File: config.mk
export PLATFORM = sky130hd
export DESIGN_NAME = ssdu_top
export DESIGN_NICKNAME = d
export VERILOG_FILES = /design/src/include/ssdu_pkg.sv /design/src/hdl/ssdu_top.sv
export SDC_FILE = /design/constraint.sdc
export NUM_CORES = 1
export LEC_CHECK = 0
export BUFFER_PORTS_ARGS = -buffer_cell sky130_fd_sc_hd__buf_2
export CORE_AREA = 2 2 140 142
export CTS_CLUSTER_SIZE = 16
export DETAILED_ROUTE_END_ITERATION = 8
export DIE_AREA = 0 0 142 144
export GPL_TIMING_DRIVEN = 0
export PLACE_DENSITY = 0.87
export SETUP_SLACK_MARGIN = 0.02
export SKIP_LAST_GASP = 1
export SLEW_MARGIN = 20
export SYNTH_ARGS = -nofsm -noshare
export SYNTH_HDL_FRONTEND = slang
export SYNTH_SLANG_ARGS = --single-unit
File: constraint.sdc
create_clock -name clk_i -period 4.75 [get_ports clk_i]
set_input_delay 0.7125 -clock clk_i [delete_from_list [all_inputs] [get_ports clk_i]]
set_output_delay 0.7125 -clock clk_i [all_outputs]
set_load 0.05 [all_outputs]
File: src/include/ssdu_pkg.sv
// Package: register map, field positions, reset values and timing for the self-supervision unit
package ssdu_pkg;

  // ====================
  // Clock and timing
  // ====================
  localparam int unsigned CLK_HZ            = 50_000_000;  // System clock rate
  localparam int unsigned WDT_TIMEOUT_US    = 100_000;     // Heartbeat timeout
  localparam int unsigned WDT_TIMEOUT_CYC   = (CLK_HZ / 1_000_000) * WDT_TIMEOUT_US;
  localparam int unsigned RESTART_PULSE_US  = 10;          // Restart pulse length
  localparam int unsigned RESTART_PULSE_CYC = (CLK_HZ / 1_000_000) * RESTART_PULSE_US;
  localparam int unsigned MAX_RESTARTS      = 1;           // Restarts tried before giving up
  localparam int unsigned CNT_W             = 32;          // Width of timing counters

  // ====================
  // Sizes
  // ====================
  localparam int unsigned NUM_SRC    = 16;  // Alarm sources
  localparam int unsigned NUM_GROUPS = 3;   // Diagnostic alarm groups
  localparam int unsigned DIAG_W     = 16;  // Diagnostic word width
  localparam int unsigned NUM_DOUT   = 24;  // Digital output channels
  localparam int unsigned NUM_AUXOUT = 5;   // Further output channels
  localparam int unsigned NUM_SYS    = 10;  // System fault bits of word four

  // ====================
  // Register byte offsets
  // ====================
  localparam logic [7:0] OFF_DIAG_ONE   = 8'h00;  // diag_status_word_one
  localparam logic [7:0] OFF_DIAG_TWO   = 8'h04;  // diag_status_word_two
  localparam logic [7:0] OFF_DIAG_THREE = 8'h08;  // Third word, reads zero
  localparam logic [7:0] OFF_DIAG_FOUR  = 8'h0c;  // diag_status_word_four
  localparam logic [7:0] OFF_CTRL       = 8'h10;  // Group links and clear
  localparam logic [7:0] OFF_STATUS     = 8'h14;  // Unit state
  localparam logic [7:0] OFF_GRP_SEL    = 8'h18;  // Source-to-group map
  localparam logic [7:0] OFF_EVENT      = 8'h1c;  // Last event code

  // ====================
  // Control register fields
  // ====================
  localparam int unsigned CTRL_LINK_LSB = 0;  // Bits 2:0 link groups to service output
  localparam int unsigned CTRL_CLEAR    = 8;  // Write 1: clear latched diagnostic state
  localparam logic [2:0]  LINK_RESET    = 3'h2;  // Only group two linked

  // ====================
  // Status register fields
  // ====================
  localparam int unsigned ST_PERM    = 0;   // Permanent inoperative state
  localparam int unsigned ST_TEMP    = 1;   // Temporary inoperative latched
  localparam int unsigned ST_SVC     = 2;   // Service output level
  localparam int unsigned ST_GRP_LSB = 4;   // Bits 6:4 group alarms
  localparam int unsigned ST_RST_LSB = 8;   // Bits 15:8 restart count

  // ====================
  // Group select field: two bits per source
  // ====================
  localparam logic [1:0]  GRP_NONE      = 2'h0;
  localparam logic [1:0]  GRP_ONE       = 2'h1;
  localparam logic [1:0]  GRP_TWO       = 2'h2;
  localparam logic [1:0]  GRP_THREE     = 2'h3;
  localparam logic [31:0] GRP_SEL_RESET = 32'h5555_5555;  // All sources in group one

  // ====================
  // Event codes
  // ====================
  localparam logic [7:0] EVT_TEMP_ON  = 8'h38;  // Code 56
  localparam logic [7:0] EVT_TEMP_OFF = 8'h39;  // Code 57

  // Watchdog states
  typedef enum logic [1:0] {
    SSDU_RUN,
    SSDU_RESTART,
    SSDU_WAIT,
    SSDU_PERM
  } ssdu_wdt_t;

endpackage : ssdu_pkg

File: src/hdl/ssdu_top.sv
// Self-supervision and diagnostic unit: watchdog, alarm groups, status words, Wishbone slave
// Contract
// - Watchdog supervises and restarts stuck controller
// - Failed restart flags permanent internal fault
// - Permanent fault blocks all other outputs (here only dout_o and the service output are blocked)
// - Service output needs supply and full operation
// - Provide link, port, group and password alarms
// - Each source assignable to one group
// - Per-group service link, reset links group two
// - Each group alarm routable on its own
// - Boot and runtime self-tests are checked
// - Permanent state drops output, lights indicator
// - Loss of main functions means permanent state (here only once a restart fails to restore them)
// - Temporary fault sets signal, event 56
// - Temporary fault clearing gives event 57
// - Front panel reset clears latched state
// - Four 16-bit readable diagnostic words
// - Word one: outputs bits 2-15, 0-1 reserved
// - Word two bits 0-14 further outputs
// - Word four bits 0-9 system faults
// - Bit codes reported with events and menu
`timescale 1ns/100ps

module ssdu_top
  import ssdu_pkg::*;
#(
  parameter int unsigned WDT_CYCLES     = ssdu_pkg::WDT_TIMEOUT_CYC,  // Heartbeat timeout
  parameter int unsigned RESTART_CYCLES = ssdu_pkg::RESTART_PULSE_CYC // Restart pulse length
) (
  input  wire logic                           clk_i,            // 50 MHz clock
  input  wire logic                           rst_i,            // Synchronous reset
  // Wishbone classic slave
  input  wire logic                           wb_cyc_i,
  input  wire logic                           wb_stb_i,
  input  wire logic                           wb_we_i,
  input  wire logic [7:0]                     wb_adr_i,
  input  wire logic [3:0]                     wb_sel_i,
  input  wire logic [31:0]                    wb_dat_i,
  output logic      [31:0]                    wb_dat_o,
  output logic                                wb_ack_o,
  // Supervised controller
  input  wire logic                           heartbeat_i,      // Toggles while program runs
  output logic                                mcu_restart_o,    // Restart request to controller
  // Supply and self-test inputs (pins)
  input  wire logic                           aux_supply_ok_i,  // Auxiliary supply present
  input  wire logic                           rails_ok_i,       // Internal rails in range
  input  wire logic                           boot_test_ok_i,   // Boot self-test passed
  input  wire logic                           main_func_ok_i,   // Main functions running
  input  wire logic                           temp_fault_i,     // Temporary inoperative
  input  wire logic                           panel_reset_i,    // Front panel reset
  // Alarm sources and fault inputs
  input  wire logic [ssdu_pkg::NUM_SRC-1:0]   alarm_src_i,      // Self-supervision sources
  input  wire logic [ssdu_pkg::NUM_DOUT-1:0]  dout_fault_i,     // Digital output faults
  input  wire logic [ssdu_pkg::NUM_AUXOUT-1:0] auxout_fault_i,  // Further output faults
  input  wire logic [ssdu_pkg::NUM_SYS-1:0]   sys_fault_i,      // Word-four system faults
  input  wire logic                           remote_link_up_i, // Remote link active
  input  wire logic                           ext_io_link_up_i, // Extension I/O link active
  input  wire logic                           port_one_up_i,
  input  wire logic                           port_two_up_i,
  input  wire logic                           password_open_i,
  // Output side
  input  wire logic [ssdu_pkg::NUM_DOUT-1:0]  dout_req_i,       // Requested output states
  output logic      [ssdu_pkg::NUM_DOUT-1:0]  dout_o,           // Gated digital outputs
  output logic                                service_fail_output_o,
  output logic                                status_led_o,
  output logic                                panel_fault_msg_o,
  output logic      [2:0]                     diag_group_o,     // Group alarms to matrix
  output logic                                diag_matrix_sig_o,
  output logic                                remote_link_alarm_o,
  output logic                                ext_io_link_alarm_o,
  output logic                                port_one_alarm_o,
  output logic                                port_two_alarm_o,
  output logic                                password_open_alarm_o,
  output logic                                event_valid_o,    // One-cycle event pulse
  output logic      [7:0]                     event_code_o
);

  // ====================
  // Input synchronisers
  // ====================
  localparam int unsigned SW = 10 + NUM_SRC + NUM_DOUT + NUM_AUXOUT + NUM_SYS;

  logic [SW-1:0] raw_in;     // Pin inputs except port two, password and output requests
  logic [SW-1:0] sync1_q;    // First stage, read only by second stage
  logic [SW-1:0] sync2_q;    // Safe to use

  assign raw_in = {heartbeat_i, aux_supply_ok_i, rails_ok_i, boot_test_ok_i, main_func_ok_i,
                   temp_fault_i, panel_reset_i, remote_link_up_i, ext_io_link_up_i,
                   port_one_up_i,
                   alarm_src_i, dout_fault_i, auxout_fault_i, sys_fault_i};

  // Two-stage synchroniser for every raw_in pin; password_open_i and dout_req_i are not synchronised
  always_ff @(posedge clk_i) begin
    sync1_q <= raw_in;
    sync2_q <= sync1_q;
  end

  logic                   port_two_s;   // Port two has its own pair
  logic                   port_two_m_q;
  always_ff @(posedge clk_i) begin
    port_two_m_q <= port_two_up_i;
    port_two_s   <= port_two_m_q;
  end

  // Unpacked synchronised signals
  logic                   hb_s, aux_s, rails_s, boot_s, main_s, temp_s, panel_s;
  logic                   remote_s, extio_s, port_one_s;
  logic [NUM_SRC-1:0]     src_s;
  logic [NUM_DOUT-1:0]    dflt_s;
  logic [NUM_AUXOUT-1:0]  aflt_s;
  logic [NUM_SYS-1:0]     sys_s;
  assign {hb_s, aux_s, rails_s, boot_s, main_s, temp_s, panel_s, remote_s, extio_s,
          port_one_s, src_s, dflt_s, aflt_s, sys_s} = sync2_q;

  // ====================
  // Register bus state
  // ====================
  logic [2:0]          link_q;      // Group links to service output
  logic [31:0]         grp_sel_q;   // Two bits per source
  logic                clear_req;   // Software clear pulse
  logic                wb_req;      // Valid new request
  logic                wb_wr;

  assign wb_req = wb_cyc_i && wb_stb_i && !wb_ack_o;
  assign wb_wr  = wb_req && wb_we_i;

  // Control writes; diagnostic words take no writes
  always_ff @(posedge clk_i) begin
    if (rst_i) begin
      link_q    <= LINK_RESET;
      grp_sel_q <= GRP_SEL_RESET;
    end else if (wb_wr) begin
      if (wb_adr_i == OFF_CTRL && wb_sel_i[0]) begin
        link_q <= wb_dat_i[CTRL_LINK_LSB +: 3];
      end
      if (wb_adr_i == OFF_GRP_SEL) begin
        for (int b = 0; b < 4; b++) begin
          if (wb_sel_i[b]) begin
            grp_sel_q[b*8 +: 8] <= wb_dat_i[b*8 +: 8];
          end
        end
      end
    end
  end

  assign clear_req = wb_wr && wb_adr_i == OFF_CTRL && wb_sel_i[1] && wb_dat_i[CTRL_CLEAR];

  // ====================
  // Watchdog
  // ====================
  ssdu_wdt_t           wdt_q;
  logic [CNT_W-1:0]    wdt_cnt_q;   // Cycles since last heartbeat edge
  logic [7:0]          restarts_q;  // Restarts attempted
  logic                hb_prev_q;
  logic                hb_edge;
  logic                inoperable;

  assign hb_edge    = hb_s ^ hb_prev_q;
  // Missed heartbeat, lost main function or failed boot test counts as inoperable
  assign inoperable = (wdt_cnt_q >= CNT_W'(WDT_CYCLES)) || !main_s || !boot_s;

  always_ff @(posedge clk_i) begin
    if (rst_i) begin
      hb_prev_q <= 1'b0;
    end else begin
      hb_prev_q <= hb_s;
    end
  end

  // Supervision sequence; permanent state holds until reset
  always_ff @(posedge clk_i) begin
    if (rst_i) begin
      wdt_q      <= SSDU_RUN;
      wdt_cnt_q  <= '0;
      restarts_q <= 8'h00;
    end else begin
      unique case (wdt_q)
        SSDU_RUN: begin
          if (inoperable) begin
            wdt_cnt_q <= '0;
            if (restarts_q >= 8'(MAX_RESTARTS)) begin
              wdt_q <= SSDU_PERM;
            end else begin
              wdt_q      <= SSDU_RESTART;
              restarts_q <= restarts_q + 8'h01;
            end
          end else if (hb_edge) begin
            wdt_cnt_q <= '0;
          end else begin
            wdt_cnt_q <= wdt_cnt_q + 1'b1;
          end
        end
        SSDU_RESTART: begin
          // Hold restart for its pulse length
          if (wdt_cnt_q >= CNT_W'(RESTART_CYCLES) - 1'b1) begin
            wdt_q     <= SSDU_WAIT;
            wdt_cnt_q <= '0;
          end else begin
            wdt_cnt_q <= wdt_cnt_q + 1'b1;
          end
        end
        SSDU_WAIT: begin
          // Controller must show a heartbeat within the timeout
          if (hb_edge && main_s && boot_s) begin
            wdt_q      <= SSDU_RUN;
            wdt_cnt_q  <= '0;
            restarts_q <= 8'h00;  // Recovered, restart budget renewed
          end else if (wdt_cnt_q >= CNT_W'(WDT_CYCLES)) begin
            wdt_q <= SSDU_PERM;
          end else begin
            wdt_cnt_q <= wdt_cnt_q + 1'b1;
          end
        end
        SSDU_PERM: begin
          wdt_q <= SSDU_PERM;  // Only reset leaves it
        end
      endcase
    end
  end

  logic perm;
  assign perm = (wdt_q == SSDU_PERM);

  // ====================
  // Alarm groups
  // ====================
  logic [2:0] grp_alarm;

  // Group alarm is OR of its assigned sources
  genvar g;
  generate
    for (g = 0; g < NUM_GROUPS; g++) begin : gen_grp
      logic [NUM_SRC-1:0] hit;
      for (genvar s = 0; s < NUM_SRC; s++) begin : gen_src
        assign hit[s] = src_s[s] && (grp_sel_q[2*s +: 2] == 2'(g + 1));
      end
      assign grp_alarm[g] = |hit;
    end
  endgenerate

  // ====================
  // Temporary state, events and latched diagnostics
  // ====================
  logic       temp_prev_q;
  logic       temp_latch_q;   // Latched diagnostic state
  logic [7:0] last_evt_q;

  // Edge events on temporary inoperative state
  always_ff @(posedge clk_i) begin
    if (rst_i) begin
      temp_prev_q   <= 1'b0;
      event_valid_o <= 1'b0;
      event_code_o  <= 8'h00;
      last_evt_q    <= 8'h00;
    end else begin
      temp_prev_q   <= temp_s;
      event_valid_o <= temp_s ^ temp_prev_q;
      if (temp_s && !temp_prev_q) begin
        event_code_o <= EVT_TEMP_ON;
        last_evt_q   <= EVT_TEMP_ON;
      end else if (!temp_s && temp_prev_q) begin
        event_code_o <= EVT_TEMP_OFF;
        last_evt_q   <= EVT_TEMP_OFF;
      end
    end
  end

  // Latched state; an active temporary fault wins over a clear
  always_ff @(posedge clk_i) begin
    if (rst_i) begin
      temp_latch_q <= 1'b0;
    end else if (temp_s) begin
      temp_latch_q <= 1'b1;
    end else if (panel_s || clear_req) begin
      temp_latch_q <= 1'b0;
    end
  end

  // ====================
  // Outputs
  // ====================
  logic svc_ok;
  // Energised only when supplied, healthy and no linked group active
  assign svc_ok = aux_s && rails_s && boot_s && !perm && !(|(grp_alarm & link_q));

  always_ff @(posedge clk_i) begin
    if (rst_i) begin
      service_fail_output_o <= 1'b0;
      status_led_o          <= 1'b0;
      panel_fault_msg_o     <= 1'b0;
      mcu_restart_o         <= 1'b0;
      dout_o                <= '0;
      diag_group_o          <= 3'h0;
      diag_matrix_sig_o     <= 1'b0;
    end else begin
      service_fail_output_o <= svc_ok;
      status_led_o          <= perm;
      panel_fault_msg_o     <= perm;
      mcu_restart_o         <= (wdt_q == SSDU_RESTART);
      dout_o                <= perm ? '0 : dout_req_i;
      diag_group_o          <= grp_alarm;
      diag_matrix_sig_o     <= temp_latch_q || temp_s;
    end
  end

  // Link, port and password alarms for the output matrix
  always_ff @(posedge clk_i) begin
    if (rst_i) begin
      remote_link_alarm_o   <= 1'b0;
      ext_io_link_alarm_o   <= 1'b0;
      port_one_alarm_o      <= 1'b0;
      port_two_alarm_o      <= 1'b0;
      password_open_alarm_o <= 1'b0;
    end else begin
      remote_link_alarm_o   <= !remote_s;
      ext_io_link_alarm_o   <= !extio_s;
      port_one_alarm_o      <= !port_one_s;
      port_two_alarm_o      <= !port_two_s;
      password_open_alarm_o <= password_open_i;
    end
  end

  // ====================
  // Diagnostic words and read path
  // ====================
  logic [DIAG_W-1:0] word_one, word_two, word_four;

  // Live fault state, not latched
  assign word_one  = {dflt_s[8], aflt_s, dflt_s[7:0], 2'b00};
  assign word_two  = {1'b0, dflt_s[23:9]};
  assign word_four = {6'h00, sys_s};

  // Single-cycle acknowledge; unmapped addresses read zero
  always_ff @(posedge clk_i) begin
    if (rst_i) begin
      wb_ack_o <= 1'b0;
      wb_dat_o <= 32'h0000_0000;
    end else begin
      wb_ack_o <= wb_req;
      if (wb_req && !wb_we_i) begin
        unique case (wb_adr_i)
          OFF_DIAG_ONE:   wb_dat_o <= {16'h0000, word_one};
          OFF_DIAG_TWO:   wb_dat_o <= {16'h0000, word_two};
          OFF_DIAG_THREE: wb_dat_o <= 32'h0000_0000;
          OFF_DIAG_FOUR:  wb_dat_o <= {16'h0000, word_four};
          OFF_CTRL:       wb_dat_o <= {29'h0, link_q};
          OFF_STATUS:     wb_dat_o <= {16'h0000, restarts_q, 1'b0, grp_alarm, 1'b0,
                                       svc_ok, temp_latch_q, perm};
          OFF_GRP_SEL:    wb_dat_o <= grp_sel_q;
          OFF_EVENT:      wb_dat_o <= {24'h00_0000, last_evt_q};
          default:        wb_dat_o <= 32'h0000_0000;
        endcase
      end
    end
  end

endmodule : ssdu_top

Word-level counts from Yosys, hierarchy flattened:

Cells that the tools add are included.

* register bits: 286
* bits of input ports: 140
* word-level logic and storage cells: 223

* add/subtract/negate cells: 2
* magnitude comparators: 3
* eq/ne operators: 63
* multiplexer cells: 21
* bitwise logic cells: 3
* reduce and logical (&&, ||, !) cells: 100

Operator list (number)
* one-hot mux 32 bit (7 select lines): 1
* two-way mux 32 bit: 5
* one-hot mux 32 bit (3 select lines): 1
* == test 2 bit, second input constant: 34
* logical AND 1 bit: 64
* OR reduction 16 bit: 3
* == test 2 x 1 -> 1 bit, second input constant: 17
* adder 32 x 1 -> 32 bit, second input constant: 1
* == test 8 x 5 -> 1 bit, second input constant: 4
* greater-or-equal comparator 32 x 23 -> 1 bit, second input constant: 1
* greater-or-equal comparator 32 x 9 -> 1 bit, second input constant: 1
* two-way mux 8 bit: 3
* one-hot mux 8 bit (2 select lines): 1
* AND reduction 3 bit: 5
* zero test 1 bit: 12
* two-way mux 6 bit: 2
* two-way mux 2 bit: 5
* adder 8 x 1 -> 8 bit, second input constant: 1
* == test 8 x 3 -> 1 bit, second input constant: 1
* == test 8 x 4 -> 1 bit, second input constant: 1
* greater-or-equal comparator 8 x 1 -> 1 bit, second input constant: 1
* zero test 8 bit: 1
* inequality test 2 bit, second input constant: 4
* one-hot mux 2 bit (4 select lines): 1
* 12 further kinds: 22

Longest topological paths before layout:

* word-level depth: 9
* mapped depth: 9

Worst setup path after synthesis:

No wires, ideal clock.

* kind: input-to-reg
* start point: input port wb_adr_i[1]
* end point: register grp_sel_q[1]
* setup time: 0.070 ns
* data arrival time: 2.470 ns
* data required time: 4.680 ns
* setup slack: 2.210 ns
* stages: 8
* path buffers: 3
* cells stage by stage: or4_1 clkbuf_1 nor4_1 nor2b_1 buf_2 buf_2 nand3_1 a21oi_1

* longest elaborated chain between the ends: 2

RTL lines
* from (decl): line ssdu_top.sv:36 `input wire logic [7:0] wb_adr_i,`
* == test 8 x 5 -> 1 bit: line ssdu_top.sv:136 `if (wb_adr_i == OFF_GRP_SEL) begin`
* AND reduction 3 bit (no line)
* to (signal, indexed assignment): line ssdu_top.sv:139 `grp_sel_q[b*8 +: 8] <= wb_dat_i[b*8 +: 8];`
* to (decl): line ssdu_top.sv:119 `logic [31:0] grp_sel_q;`

Every way passes these cells.
A chain may end at the register's enable or synchronous reset.

Final worst setup path:

* start point: input port wb_adr_i[1]
* end point: register grp_sel_q[27]

Same word-level chain as after synthesis.

==> run metrics <==
largest cells by area after synthesis dfxtp_1 59%, nand3_1 4.5%, nand2_1 4.0%, nor2_1 2.5%, a21oi_1 2.4%; Post-CTS Hold Buffers 0; initial antenna violation count 0; CTS tree built; wl on met1 10500 um; final core utilization 63.2%; count leader, synth dfxtp_1; GRT Residual Overflow 0; sequential element share of the synthesized area 58.7%; worst-margin pin slew 1.05 ns; number of synthesized flops with an enable pin 0; status complete, no violations; DR WL/cell 17.6 um; layout cells sized above 1 25.0%; Max Transition Viols Final 0; # IOs 219; top cells by count, synth 284 x dfxtp_1, 103 x nand2_1, 87 x nand3_1; Synth Instances 962; max-cap violation count 0; post-route ant nets 0; post-route worst setup slack 1.89 ns; Clock transition at path regs 0.07 ns; die height 144 um; Synth Warn # 0; final setup fails 0; gr usage total 24.8%; Final Net Count 1357; Clock H-tree levels 1; Fin Setup TNS 0 ns; DRC errors left 0; # port buffers 210; FMAX 349 MHz; met2 WL post-DR 12200 um; core area 19100 um2; Post-DP HPWL 19100 um; Die Span X 142 um; CP required 5.21 ns; Netlist cell types 66; clock skew 0.0200 ns; # clock sinks 284; Post-CTS Resized 0; Largest delay share family, worst path simple AND/OR/NAND/NOR gates; Clock Tree Root clkbuf_16; Post-synth ARST share 0%; 1st-pass router iterations 8; RePlAce Congestion 0.928; Rel. slew slack 29.6%; Leak Pwr 5.09 nW; WHS 0.254 ns; area of the multi-input gates 3680 um2; worst path cell trace buf_2, or4_1, clkbuf_1, nor4_1, nor2b_1, buf_2, buf_2, nand3_1, a21oi_1; RSZ-0062 raised after global routing false; Yosys top cell by area dfxtp_1; fin crit period 2.86 ns; WP buf/inv 4; largest net degree at the start of global routing 16; CTS Buf Count 28; area grow syn2layout 24.6%; Initial Util 50.8%; Max stage delay on crit path 0.69 ns; share of the synthesized area in the top cell type 58.7%; Fill cells 1506; Crit path arrival time 3.32 ns; Crit Path Class input pin to register; dpl ws 1.39 ns; clk buf depth 3; CP Capture Type register; crit start category input pin; Crit Path Max Fanout 10; Yosys reg bits 284; ant diodes 0; routed via count 8082; postcts setup bufs 0; later-pin clock latency in the skew report 0.55 ns; DR top layer met4; Slowest cell on crit path nor4_1; CP most frequent cell buf_2; post-route clock period utilization 60.3%; initial drt markers 666; post-DR vias/cell 5.52; VDD IR max 363 uV; Primary FF master, synth dfxtp_1; Cell Area, Synth 9680 um2; met3 WL 2190 um; number of global-route vias before repair 7769; final hold violations 0; register area 5690 um2; P per Cell Area 456 nW/um2; FP Rows 51; hold crit path type input pin to register; die area 20400 um2; first-pass GRT wire length 40000 um; Avg Cell Area, Syn 10.1 um2; Total Wirelength 25800 um
-- cell type report --
type	instances	area share (%)
Sequential cell	284	47.1
Clock buffer	36	6.72
Clock inverter	15	1.73
Tap cell	238	2.47
Timing Repair Buffer	210	8.71
Buffer	53	2.20
Inverter	17	0.529
Multi-Input combinational cell	611	30.5
-- power by group --
part / leakage (nW) / total, mW / internal, mW / switching, mW
clock: 0.503 / 2.37 / 1.43 / 0.943
sequential: 2.35 / 2.54 / 2.49 / 0.0567
combinational: 2.24 / 0.590 / 0.220 / 0.371
-- kinds of logic (layout without fill, tap and decap cells) --
kind of cell	Yosys count	in the layout	share of synthesized area (%)
fa+ha+maj	12	12	1.55
simple gates	405	405	21.7
xor+xnor	28	28	2.53
compound gates	152	152	10.9
other cells	1	4	0.0387
mux	10	10	1.19
flops	284	284	58.7
buf+inv	70	331	3.40
-- metrics by stage --
stage | instances | instance area (um2) | power (mW)
2_1_floorplan | 965 | 9700 | 3.00
3_3_place_gp | 1413 | 11000 | 3.17
3_5_place_dp | 1413 | 11000 | 3.18
4_1_cts | 1464 | 12100 | 5.53
5_1_grt | 1464 | 12100 | 5.69
6_report | 1464 | 12100 | 5.51
-- final timing paths --
kind / startpoint / end / slack, ns / cells past startpoint
worst min register to register: sync1_q[60] / sync2_q[60] / 0.33 / 0
worst max register to register: wdt_cnt_q[7] / wdt_cnt_q[21] / 2.19 / 5
worst min-delay path: sys_fault_i[2] / sync1_q[2] / 0.25 / 1
worst max-delay path: wb_adr_i[1] / grp_sel_q[27] / 1.89 / 9
-- worst register-to-register path: stages, from the launching register on --
cell	delay (ns)
dfxtp_1	0.40
nand4_1	0.25
nor4_1	0.96
nand2_1	0.26
or4_1	0.46
a21oi_1	0.17
-- layer usage --
metal / vias to the layer above / global-route usage, %
met3: 77 / 5.20
li1: 3858 / -
met2: 363 / 41.6
met1: 3784 / 31.4
met5: - / 0
met4: 0 / 9.95
-- sequential cells by signal, indices dropped and copies added, names as in the netlist, 2 cells and up --
signal / flops
wb_dat_o: 32
wdt_cnt_q: 32
link_q: 3
sync2_q: 65
event_code_o: 2
wdt_q: 2
dout_o: 24
sync1_q: 65
grp_sel_q: 32
diag_group_o: 3
restarts_q: 8
-- placed cells by master (no fill, tap or decap), types with 5 or more instances in the layout --
cell type  count
clkbuf_1      32
nand3b_1      30
dfxtp_1      284
nand2b_1       5
xor2_1        15
nor2_1        64
mux2i_1        7
nand4_1       14
o22ai_1       11
clkbuf_8       8
nand3_1       87
buf_2        218
clkinv_2       7
and3_1         9
nor4_1        15
or4_1          5
nor2b_1        7
buf_4          8
ha_1          12
clkbuf_16     28
a31oi_1        7
nor2_2        11
xnor2_1       13
and2_1        27
a22oi_1       26
a21oi_1       47
o21ai_0       13
inv_1         17
nor3_1        13
a22o_1         7
nand2_1      103
Power figures use the tool's default switching activity.
